## src/logic/gdc_pkg.sv

```systemverilog
package gdc_pkg;

	// --------------------------------------------------------------
	// Clock and timing
	// --------------------------------------------------------------
	localparam int CLK_PERIOD_NS  = 40;     // 25 MHz core clock
	localparam int POR_MAX_NS     = 20000;  // Longest startup interval
	// Longest time, so round down
	localparam int POR_CYCLES     = POR_MAX_NS / CLK_PERIOD_NS;
	localparam int HOLDOFF_NS     = 1000;   // Three-state hold-off, plain default
	// Least time, so round up
	localparam int HOLDOFF_CYCLES = (HOLDOFF_NS + CLK_PERIOD_NS - 1) / CLK_PERIOD_NS;
	localparam int CNT_W          = 16;     // Width of every delay counter

	// --------------------------------------------------------------
	// Register map (byte addresses)
	// --------------------------------------------------------------
	localparam logic [7:0]  OFF_CTRL     = 8'h00;
	localparam logic [7:0]  OFF_STATUS   = 8'h04;
	localparam logic [7:0]  OFF_HOLDOFF  = 8'h08;

	// Control fields
	localparam int          CTRL_EN_BIT  = 0;      // Software enable
	localparam logic [31:0] CTRL_RST     = 32'h0000_0001;
	localparam logic [CNT_W-1:0] HOLDOFF_RST = CNT_W'(HOLDOFF_CYCLES);

	// Status fields
	localparam int ST_RUN_BIT   = 0;
	localparam int ST_START_BIT = 1;
	localparam int ST_FAULT_BIT = 2;
	localparam int ST_THERM_BIT = 3;
	localparam int ST_TRI_BIT   = 4;
	localparam int ST_NCM_BIT   = 5;
	localparam int ST_DCM_BIT   = 6;
	localparam int ST_GH_BIT    = 7;
	localparam int ST_GL_BIT    = 8;

	// Driver states
	typedef enum logic [1:0] {GDC_OFF, GDC_START, GDC_RUN, GDC_FAULT} gdc_state_t;

endpackage : gdc_pkg

```

## src/logic/gdc_timer.sv

```systemverilog
// Saturating delay counter; done rises after limit cycles of run
module gdc_timer
	import gdc_pkg::*;
#(
	parameter int W = CNT_W
)(
	input  wire logic         clk,
	input  wire logic         rst,
	input  wire logic         run,
	input  wire logic [W-1:0] limit,
	output logic              done
);

	logic [W-1:0] count_reg;   // Elapsed cycles
	logic [W-1:0] count_next;
	logic         done_reg;    // Limit reached
	logic         done_next;

	// --------------------------------------------------------------
	// Next count
	// --------------------------------------------------------------
	always_comb
	begin
		if (!run)
			count_next = '0;                // Restart on every gap
		else if (count_reg >= limit)
			count_next = count_reg;         // Saturate, also if limit shrinks
		else
			count_next = count_reg + W'(1);
		done_next = run && (count_next >= limit);
	end

	always_ff @(posedge clk or posedge rst)
	begin
		if (rst)
		begin
			count_reg <= '0;
			done_reg  <= 1'b0;
		end
		else
		begin
			count_reg <= count_next;
			done_reg  <= done_next;
		end
	end

	assign done = done_reg;

endmodule // gdc_timer

```

## src/logic/gdc_gate_drive_control.sv

```systemverilog
// Behaviour
// - Gates low while supply undervoltage
// - Startup delay bounded, then follow PWM
// - Start for any supply/enable ordering
// - Enable pin low forces both gates low
// - Re-enable repeats bounded startup interval
// - Open-drain pin; floating reads disabled
// - Fault pulls shared enable pin low
// - Faults: high-side short, thermal shutdown
// - Fault latched until new supply power-up
// - Three-state past hold-off: gates low
// - High gate in phase with PWM
// - Low gate inverted; low when disabled
// - Zero-cross low: off on reversed current
// - Negative current selects reduced drive
// - Leaving three-state follows new PWM
// - Negative mode: weak path only
//
// Added by the designer: the address map and the APB interface to the registers.
module gdc_gate_drive_control
	import gdc_pkg::*;
#(
	parameter int POR_LEN     = POR_CYCLES,     // Startup cycles
	parameter int HOLDOFF_LEN = HOLDOFF_CYCLES  // Default hold-off cycles
)(
	input  wire logic        clk,
	input  wire logic        rst,
	// APB slave
	input  wire logic        psel,
	input  wire logic        penable,
	input  wire logic        pwrite,
	input  wire logic [7:0]  paddr,
	input  wire logic [31:0] pwdata,
	output logic      [31:0] prdata,
	output logic             pready,
	output logic             pslverr,
	// Power stage side
	input  wire logic        supply_undervoltage_ok,
	input  wire logic        pwm_high,           // PWM above high trip
	input  wire logic        pwm_tristate,       // PWM inside three-state window
	input  wire logic        zero_cross_in_n,
	input  wire logic        current_negative_in, // Negative current sensed
	input  wire logic        hs_short_in,        // High-side false turn-on
	input  wire logic        temp_monitor_over,  // Temperature monitor tripped
	input  wire logic        en_fault_in,        // Enable/fault pin level
	output logic             en_fault_out,
	output logic             en_fault_oe,
	output logic             high_gate_out,
	output logic             low_gate_out,
	output logic             low_side_drive,
	output logic             weak_low_drive,
	output logic             negative_current_mode,
	output logic             discontinuous_mode
);

	// --------------------------------------------------------------
	// Declarations
	// --------------------------------------------------------------
	gdc_state_t       state_reg, state_next;     // Driver state
	logic [31:0]      ctrl_reg, ctrl_next;       // Control word
	logic [CNT_W-1:0] hold_reg, hold_next;       // Hold-off length
	logic [31:0]      prdata_reg, prdata_next;   // Read data
	logic             pready_reg, pready_next;   // Access phase answer
	logic             pslverr_reg, pslverr_next; // Unmapped address
	logic             gh_reg, gh_next;           // High gate
	logic             gl_reg, gl_next;           // Low gate
	logic             lsd_reg, lsd_next;         // Strong low path
	logic             wld_reg, wld_next;         // Weak low path
	logic             ncm_reg, ncm_next;         // Negative-current mode
	logic             zco_reg, zco_next;         // Auto low-side cut-off
	logic             oe_reg, oe_next;           // Pin pull-down
	logic             therm_reg, therm_next;     // Thermal fault seen
	logic             enable;                    // Pin and software enable
	logic             fault_now;                 // Fault condition this cycle
	logic             drive_ok;                  // Gates may follow PWM
	logic             tri_off;                   // Hold-off expired
	logic             start_done;                // Startup elapsed
	logic             tri_done;                  // Three-state timer elapsed
	logic             setup;                     // APB setup cycle
	logic             wr_acc;                    // APB write taken

	// --------------------------------------------------------------
	// Address decode for the unmapped-address error (pslverr) only
	// --------------------------------------------------------------
	function automatic logic addr_known(input logic [7:0] a);
		return (a == OFF_CTRL) || (a == OFF_STATUS) || (a == OFF_HOLDOFF);
	endfunction

	// --------------------------------------------------------------
	// Delay counters
	// --------------------------------------------------------------
	// Startup interval; one cycle of state change is added, so limit is one short
	gdc_timer #(.W(CNT_W)) u_start (
		.clk   (clk),
		.rst   (rst),
		.run   (state_reg == GDC_START),
		.limit (CNT_W'(POR_LEN - 1)),
		.done  (start_done)
	);

	// Three-state dwell; any exit from the window restarts it
	gdc_timer #(.W(CNT_W)) u_tri (
		.clk   (clk),
		.rst   (rst),
		.run   (pwm_tristate),
		.limit (hold_reg),
		.done  (tri_done)
	);

	// --------------------------------------------------------------
	// Enable and fault qualification
	// --------------------------------------------------------------
	// A floating pin reads low through the pull-down, so it disables
	assign enable    = en_fault_in && ctrl_reg[CTRL_EN_BIT];
	assign fault_now = (hs_short_in && gl_reg) || temp_monitor_over;
	// Qualified on this cycle's inputs so gates drop one edge later
	assign drive_ok  = (state_reg == GDC_RUN) && enable && supply_undervoltage_ok
	                   && !fault_now;
	assign tri_off   = tri_done && pwm_tristate;
	assign setup     = psel && !penable;
	assign wr_acc    = psel && penable && pwrite && pready_reg;

	// --------------------------------------------------------------
	// Driver state machine
	// --------------------------------------------------------------
	always_comb
	begin
		state_next = state_reg;
		case (state_reg)
			GDC_OFF:
				// Any ordering of supply and enable lands here first
				if (supply_undervoltage_ok && enable)
					state_next = GDC_START;
			GDC_START:
				if (!supply_undervoltage_ok || !enable)
					state_next = GDC_OFF;
				else if (start_done)
					state_next = GDC_RUN;
			GDC_RUN:
				if (!supply_undervoltage_ok)
					state_next = GDC_OFF;
				else if (fault_now)
					state_next = GDC_FAULT;
				else if (!enable)
					state_next = GDC_OFF;             // Re-enable repeats startup
			GDC_FAULT:
				// Only a supply drop clears it; enable is ignored
				if (!supply_undervoltage_ok)
					state_next = GDC_OFF;
			default:
				state_next = GDC_OFF;
		endcase
	end

	always_ff @(posedge clk or posedge rst)
	begin
		if (rst)
			state_reg <= GDC_OFF;
		else
			state_reg <= state_next;
	end

	// --------------------------------------------------------------
	// Gate outputs and low-side drive strength
	// --------------------------------------------------------------
	always_comb
	begin
		// Reversal latch: set on negative current while ZCD low, cleared by PWM high
		if (!drive_ok || (pwm_high && !pwm_tristate))
			zco_next = 1'b0;
		else if (!zero_cross_in_n && current_negative_in)
			zco_next = 1'b1;
		else
			zco_next = zco_reg;
		if (!drive_ok || tri_off)
		begin
			gh_next = 1'b0;
			gl_next = 1'b0;
		end
		else if (pwm_tristate)
		begin
			// Window not yet long enough: keep the last gate state
			gh_next = gh_reg;
			gl_next = gl_reg;
		end
		else
		begin
			gh_next = pwm_high;
			gl_next = !pwm_high && !zco_next;
		end
		// Mode re-evaluated each low-side on-time
		if (!drive_ok)
			ncm_next = 1'b0;
		else if (gl_reg && current_negative_in)
			ncm_next = 1'b1;
		else if (gl_next && !gl_reg)
			ncm_next = 1'b0;
		else
			ncm_next = ncm_reg;
		// Weak path always serves; strong path joins outside negative mode
		lsd_next = gl_next && !ncm_next;
		wld_next = gl_next;
		oe_next  = (state_next == GDC_FAULT);
		if (state_next == GDC_OFF && !supply_undervoltage_ok)
			therm_next = 1'b0;
		else if (state_reg == GDC_RUN && temp_monitor_over)
			therm_next = 1'b1;
		else
			therm_next = therm_reg;
	end

	always_ff @(posedge clk or posedge rst)
	begin
		if (rst)
		begin
			gh_reg    <= 1'b0;
			gl_reg    <= 1'b0;
			lsd_reg   <= 1'b0;
			wld_reg   <= 1'b0;
			ncm_reg   <= 1'b0;
			zco_reg   <= 1'b0;
			oe_reg    <= 1'b0;
			therm_reg <= 1'b0;
		end
		else
		begin
			gh_reg    <= gh_next;
			gl_reg    <= gl_next;
			lsd_reg   <= lsd_next;
			wld_reg   <= wld_next;
			ncm_reg   <= ncm_next;
			zco_reg   <= zco_next;
			oe_reg    <= oe_next;
			therm_reg <= therm_next;
		end
	end

	// --------------------------------------------------------------
	// APB slave: one wait-free access phase after each setup
	// --------------------------------------------------------------
	always_comb
	begin
		ctrl_next    = ctrl_reg;
		hold_next    = hold_reg;
		prdata_next  = '0;
		pready_next  = setup;                 // Answer in the access phase
		pslverr_next = setup && !addr_known(paddr);
		if (setup && !pwrite)
		begin
			case (paddr)
				OFF_CTRL:    prdata_next = ctrl_reg;
				OFF_HOLDOFF: prdata_next = 32'(hold_reg);
				OFF_STATUS:
				begin
					prdata_next[ST_RUN_BIT]   = (state_reg == GDC_RUN);
					prdata_next[ST_START_BIT] = (state_reg == GDC_START);
					prdata_next[ST_FAULT_BIT] = (state_reg == GDC_FAULT);
					prdata_next[ST_THERM_BIT] = therm_reg;
					prdata_next[ST_TRI_BIT]   = tri_off;
					prdata_next[ST_NCM_BIT]   = ncm_reg;
					prdata_next[ST_DCM_BIT]   = zco_reg;
					prdata_next[ST_GH_BIT]    = gh_reg;
					prdata_next[ST_GL_BIT]    = gl_reg;
				end
				default:     prdata_next = '0;   // Unmapped reads zero
			endcase
		end
		// Write lands only at the edge that samples pready
		if (wr_acc && paddr == OFF_CTRL)
			ctrl_next = {31'h0, pwdata[CTRL_EN_BIT]};
		if (wr_acc && paddr == OFF_HOLDOFF)
			hold_next = pwdata[CNT_W-1:0];
	end

	always_ff @(posedge clk or posedge rst)
	begin
		if (rst)
		begin
			ctrl_reg    <= CTRL_RST;
			hold_reg    <= CNT_W'(HOLDOFF_LEN);
			prdata_reg  <= '0;
			pready_reg  <= 1'b0;
			pslverr_reg <= 1'b0;
		end
		else
		begin
			ctrl_reg    <= ctrl_next;
			hold_reg    <= hold_next;
			prdata_reg  <= prdata_next;
			pready_reg  <= pready_next;
			pslverr_reg <= pslverr_next;
		end
	end

	// --------------------------------------------------------------
	// Output wiring, all from flip-flops
	// --------------------------------------------------------------
	assign prdata                = prdata_reg;
	assign pready                = pready_reg;
	assign pslverr               = pslverr_reg;
	assign en_fault_out          = 1'b0 & oe_reg;  // Open drain only pulls low
	assign en_fault_oe           = oe_reg;
	assign high_gate_out         = gh_reg;
	assign low_gate_out          = gl_reg;
	assign low_side_drive        = lsd_reg;
	assign weak_low_drive        = wld_reg;
	assign negative_current_mode = ncm_reg;
	assign discontinuous_mode    = zco_reg;

	logic [CNT_W-1:0] start_age_reg;   // Cycles spent in startup
	always_ff @(posedge clk or posedge rst)
	begin
		if (rst)
			start_age_reg <= '0;
		else if (state_reg == GDC_START)
			start_age_reg <= start_age_reg + CNT_W'(1);
		else
			start_age_reg <= '0;
	end
endmodule // gdc_gate_drive_control

```

## config.mk

```make
export PLATFORM = sky130hd
export DESIGN_NAME = gdc_gate_drive_control
export DESIGN_NICKNAME = d
export VERILOG_FILES = /design/src/logic/gdc_pkg.sv /design/src/logic/gdc_timer.sv /design/src/logic/gdc_gate_drive_control.sv
export SDC_FILE = /design/constraint.sdc
export NUM_CORES = 1
export LEC_CHECK = 0
export BUFFER_PORTS_ARGS = -buffer_cell sky130_fd_sc_hd__clkbuf_2
export CAP_MARGIN = 20
export CORE_UTILIZATION = 59
export DETAILED_ROUTE_END_ITERATION = 6
export PLACE_DENSITY = 0.95
export SKIP_CTS_REPAIR_TIMING = 1
export SLEW_MARGIN = 10
export SYNTH_ARGS = -nofsm -noshare
export SYNTH_HDL_FRONTEND = slang
export SYNTH_SLANG_ARGS = --single-unit
```

## constraint.sdc

```tcl
create_clock -name clk -period 11.9 [get_ports clk]
set_clock_uncertainty 0.2 [all_clocks]
set_input_delay 1.785 -clock clk [delete_from_list [all_inputs] [get_ports clk]]
set_output_delay 1.785 -clock clk [all_outputs]
set_load 0.005 [all_outputs]
```

Word level (Yosys, flattened, before mapping)
Cells that the tools add are included.

storage, ports and cells
  flip-flop bits (word level) = 94
  input port bits = 53
  output and inout bits = 42
  word-level logic and storage cells = 104

operators by class
  add/subtract/negate cells = 2
  magnitude comparators = 4
  equal/unequal tests = 7
  muxes and demuxes = 26
  reduce and logical (&&, ||, !) cells = 48

operators with widths
  cell                                                                      count
  16-bit two-way mux                                                        5
  16-bit by 1-bit adder with 16-bit output (second input constant)          2
  16-bit >= comparator                                                      2
  16-bit by 9-bit >= comparator with 1-bit output (second input constant)   2
  9-bit case mux with 3 select lines                                        1
  1-bit logical AND                                                         25
  2-bit two-way mux                                                         7
  1-bit logical NOT                                                         13
  1-bit two-way mux                                                         11
  8-bit by 3-bit equality test with 1-bit output (second input constant)    1
  8-bit by 4-bit equality test with 1-bit output (second input constant)    1
  8-bit logical NOT                                                         1
  2-bit case mux with 4 select lines                                        1
  7-bit two-way mux                                                         1
  2-bit equality test (second input constant)                               3
  1-bit logical OR                                                          6
  2-bit logical NOT                                                         2
  2-bit by 1-bit equality test with 1-bit output (second input constant)    1
  2-bit by 1-bit inequality test with 1-bit output (second input constant)  1
  2-bit nonzero test                                                        1

Depth between registers and ports, before layout
  depth in word-level cells = 17
  gate-level depth with buffers = 18
  gate-level depth less buffers = 17

Modules after synthesis
Synthesis repeated with hierarchy kept, for this count alone.

second synthesis, totals
  cells, all modules = 548
  area, all modules = 5400.2 µm²

modules (own cells, without submodules)
  module                  instances  cells each  area an instance (µm²)  sequential area each (µm²)
  gdc_gate_drive_control  1          159         1976.9                  1106.1
  gdc_timer (u_tri)       1          204         1764.2                  425.4
  gdc_timer (u_start)     1          185         1659.1                  425.4

Least setup slack after synthesis
Ideal clock, no wire load.

  kind = input to register
  from = input port pwm_tristate
  to = register u_tri.done_reg, in the netlist u_tri.done
  library setup time = 130 ps
  arrival time = 3521 ps
  required time = 11570 ps
  path slack = 8049 ps
  stages on the path = 11
  path buffers = 2
  path through = clkbuf_1 > clkbuf_1 > nand2_1 > mux2i_1 > ha_1 > o21a_1 > o21a_1 > o2111ai_1 > a31oi_1 > o31ai_1 > a31oi_1

on the way
  cells in the longest elaborated chain, start to end = 3

ends and longest elaborated chain
  item                           RTL line                      text
  start, declared                gdc_gate_drive_control.sv:40  input wire logic pwm_tristate,
  16-bit two-way mux             gdc_timer.sv:24               if (!run)
  named net u_tri.count_next[7]  gdc_timer.sv:15               logic [W-1:0] count_next;
  16-bit >= comparator           gdc_timer.sv:30               done_next = run && (count_next >= limit);
  1-bit logical AND              gdc_timer.sv:30
  named net u_tri.done_next      gdc_timer.sv:17               logic done_next;
  end signal, assigned           gdc_timer.sv:43               done_reg <= done_next;
  end, declared                  gdc_timer.sv:16               logic done_reg;

The timed path passes the listed nets, and every way through them passes these cells.
A chain may end at the register's enable or synchronous reset.

Final worst setup path
  from = register hold_reg[9]
  to = register u_tri.done_reg, in the netlist u_tri.done

on the way
  cells in the longest elaborated chain, start to end = 5

ends and longest elaborated chain
  item                           RTL line                       text
  start, declared                gdc_gate_drive_control.sv:61   logic [CNT_W-1:0] hold_reg, hold_next;
  start signal, assigned         gdc_gate_drive_control.sv:280  hold_reg <= CNT_W'(HOLDOFF_LEN);
  start signal, assigned         gdc_gate_drive_control.sv:288  hold_reg <= hold_next;
  16-bit >= comparator           gdc_timer.sv:26                else if (count_reg >= limit)
  16-bit two-way mux             gdc_timer.sv:26
  16-bit two-way mux             gdc_timer.sv:24
  named net u_tri.count_next[6]  gdc_timer.sv:15
  16-bit >= comparator           gdc_timer.sv:30
  1-bit logical AND              gdc_timer.sv:30
  named net u_tri.done_next      gdc_timer.sv:17

The timed path passes the listed nets, and every way through them passes these cells.

==> results.md <==
* Worst setup EP type: flip-flop
* CP top delay family: compound AO/OA/AOI/OAI gates
* Setup TNS at 0 ps
* Row cnt at 30
* # setup viols final at 0
* Final Slew Violations at 0
* Crit. path cell count at 16
* Die area at 7640 um2
* Worst reg-to-reg path cell count at 16
* Number of antenna violations at the first check in global routing at 0
* Input/output buffers at between 60 and 70
* Synth warnings at 0
* Final hold vios at 0
* Die Span X at 87.4 um
* Wirelength per Cell at ~17 um
* Mean Syn Cell Area at about 10 um2
* Distinct cells, synth at 57
* Top FF cell, synth: dfrtp_1
* CP Cell Sequence: inv_1 -> ha_1 -> a21o_1 -> a21o_1 -> a221o_1 -> a41oi_1 -> o21ai_1 -> or4_1 -> a21boi_0 -> ha_1 -> o21a_1 -> o21a_1 -> o2111ai_1 -> a31oi_1 -> o31ai_1 -> a31oi_1
* Yosys reg bits at 78
* Root Driver: clkbuf_8
* Grt total ovfl at 0
* Worst-Skew Late Latency at between 300 and 400 ps
* Dpl hpwl at 7110 um
* Hold Crit Depth at 1
* GP Congestion at 0.887
* TritonRoute pass-1 iters at 4
* Htree depth at 3
* Clock Pin Slew Worst Setup and Hold Paths at around 80 ps
* Post-synth ARST share at 1.00
* Worst path max stage delay at between 500 and 600 ps
* Max Freq at approximately 230 MHz
* Placed Area at between 4000 and 5000 um2
* Post-synth EDFFs at 0
* CP startpoint kind: flip-flop
* Longest Clk Path Bufs at 2
* Dominant cells by area after synthesis: dfrtp_1 43%, ha_1 9.9%, nand2_1 3.9%, buf_4 3.5%, o21ai_0 2.9%
* Worst VDD drop at 0.0614 mV
* Place WS at around 7300 ps
* Vias in the first global route at between 3,000 and 4,000
* Arrival time worst endpoint at around 4400 ps
* Global-route wire length before repair at roughly 16,000 um
* Syn Inst Count at approximately 440
* Drt initial violations at roughly 250
* Share of the synthesized area in the top cell type at 0.430
* Worst Hold Class: flip-flop to flip-flop
* Sequential area share after synthesis at 0.455
* Clk sinks at 78
* Die Y at 87.4 um
* Initial Util at 0.623
* Layout cells sized above 1 at 0.196
* CTS Buf Count at 9
* Reg2reg setup slack at 7570 ps
* # diodes at 0
* Buf/Inv on CP at 1
* Layout net count at 586
* Rel. slew slack at 0.369
* Status: finished, final reports clean
* Yosys top cell by area: dfrtp_1
* Mapped Area at between 4000 and 5000 um2
* Area Overhead vs Synth at 12.1%
* Slowest CP cell: or4_1
* Gr usage total at 0.279
* Largest net degree at the start of global routing at 79
* Final Cell Area at ~4800 um2
* Leak at 2.49 nW
* Crit-path max FO at 3
* Total number of vias at roughly 3,500
* DR DRC count at 0
* CP required at 11,930 ps
* Min cycle time layout at roughly 4300 ps
* Drt total wl at about 10000 um
* FILL cells at 496
* Slew @ Worst Pin at about 950 ps
* DR vias/cell at 5.91
* Final ANT Viol Nets at 0
* Max-cap violations at 0
* Number of I/O pins at 95
* PwrDens at between 100 and 150 nW/um2
* Unrepaired setup endpoints after global routing: false
* Min setup slack post-route at about 7600 ps
* Period utilisation layout at 0.364
* Core ar. at 6910 um2
* CTS tree: done
* CP Class: flip-flop to flip-flop
-- worst register-to-register path, cell delays in order (launching register included) --
cell and delay (ps):
dfrtp_1 370, inv_1 90, ha_1 330, a21o_1 170
a21o_1 180, a221o_1 340, a41oi_1 200, o21ai_1 130
or4_1 520, a21boi_0 310, ha_1 300, o21a_1 190
o21a_1 180, o2111ai_1 250, a31oi_1 90, o31ai_1 240
a31oi_1 110
-- through the flow --
| stage | hold slack (ps) | total power, W | utilization | cells |
|---|---|---|---|---|
| floorplan | 244 | 0.000290 | - | 455 |
| global placement | 261 | 0.000295 | 0.667 | 582 |
| detailed placement | 270 | 0.000296 | 0.667 | 582 |
| CTS | 290 | 0.000493 | 0.696 | 598 |
| global route | 312 | 0.000509 | 0.698 | 600 |
| finish | 288 | 0.000492 | 0.698 | 600 |
-- synth_stat cells, types with 4 or more instances --
cell      count
xnor2_1       5
nand2b_1      9
nor4_1        4
o21a_1        4
buf_4        20
a21o_1        6
a21boi_0      9
nand3_1      10
nand4_1       5
nor2_1       30
and3_1       11
o21ai_0      25
ha_1         34
a21oi_1      12
clkbuf_1     10
a22oi_1       7
and2_1       10
nor2b_1      10
nand2_1      45
or4_1         7
mux2_2        4
mux2i_1       5
dfrtp_1      74
inv_1        25
o31ai_1       7
dfstp_2       4
-- final cells by class --
cell class / instances / area [um2] / area share
clock buffers: 11 / 141 / 0.0293
clock inverters: 5 / 58.8 / 0.0122
inverters: 25 / 93.8 / 0.0195
multi-input cells: 320 / 2110 / 0.439
flip-flops and latches: 78 / 1960 / 0.406
well taps: 96 / 120 / 0.0249
repair buffers: 65 / 337 / 0.0698
-- routing by layer --
metal | part of all wire | vias to the layer above | wire length (um) | track usage
met5 | 0 | - | 0 | 0
met4 | 0.031 | 0 | 313 | 0.145
met3 | 0.058 | 37 | 577 | 0.0474
met1 | 0.39 | 1728 | 3920 | 0.333
met2 | 0.52 | 156 | 5180 | 0.482
li1 | - | 1626 | - | -
-- cells in the final DEF (no fill, tap or decap), types with 3 or more instances in the layout --
master	n
clkbuf_2	61
a21o_1	6
nand2_1	45
or4_1	7
or2_2	3
ha_1	34
nor2_1	30
o21a_1	4
mux2_2	4
and2_1	10
nand2b_1	9
a32oi_1	3
dfrtp_1	74
nor3_1	3
or3_1	3
nand4_1	5
o21ai_0	25
xor2_1	3
nand3_1	10
a21oi_1	12
mux2i_1	5
dfstp_2	4
clkbuf_8	10
inv_1	24
a21boi_0	9
conb_1	17
nor3b_1	3
nor4_1	4
xnor2_1	5
and3_1	11
nor2b_1	9
a22oi_1	7
o31ai_1	7
-- where the power goes --
part	switching (W)	internal, W
sequential	0.00000144	0.000267
combinational	0.0000150	0.00000885
clock	0.0000978	0.000103
-- worst paths after layout --
| path | startpoint | endpoint |
|---|---|---|
| setup / recovery | hold_reg[9] | u_tri.done |
| hold / removal | u_start.count_reg[14] | u_start.count_reg[14] |
| setup reg to reg | hold_reg[9] | u_tri.done |
| hold reg to reg | u_start.count_reg[14] | u_start.count_reg[14] |
| max in group asynchronous | rst | hold_reg[15] |
| min in group asynchronous | rst | prdata[10] |
-- logic make-up after synthesis --
group	Yosys count	synth area share
simple gates	161	0.194
flops	78	0.455
mux	9	0.0221
other cells	1	0.000872
fa+ha+maj	34	0.0989
buf+inv	57	0.0683
xor+xnor	8	0.0163
compound gates	91	0.145
Note: power is estimated with default switching activity, not from simulation.
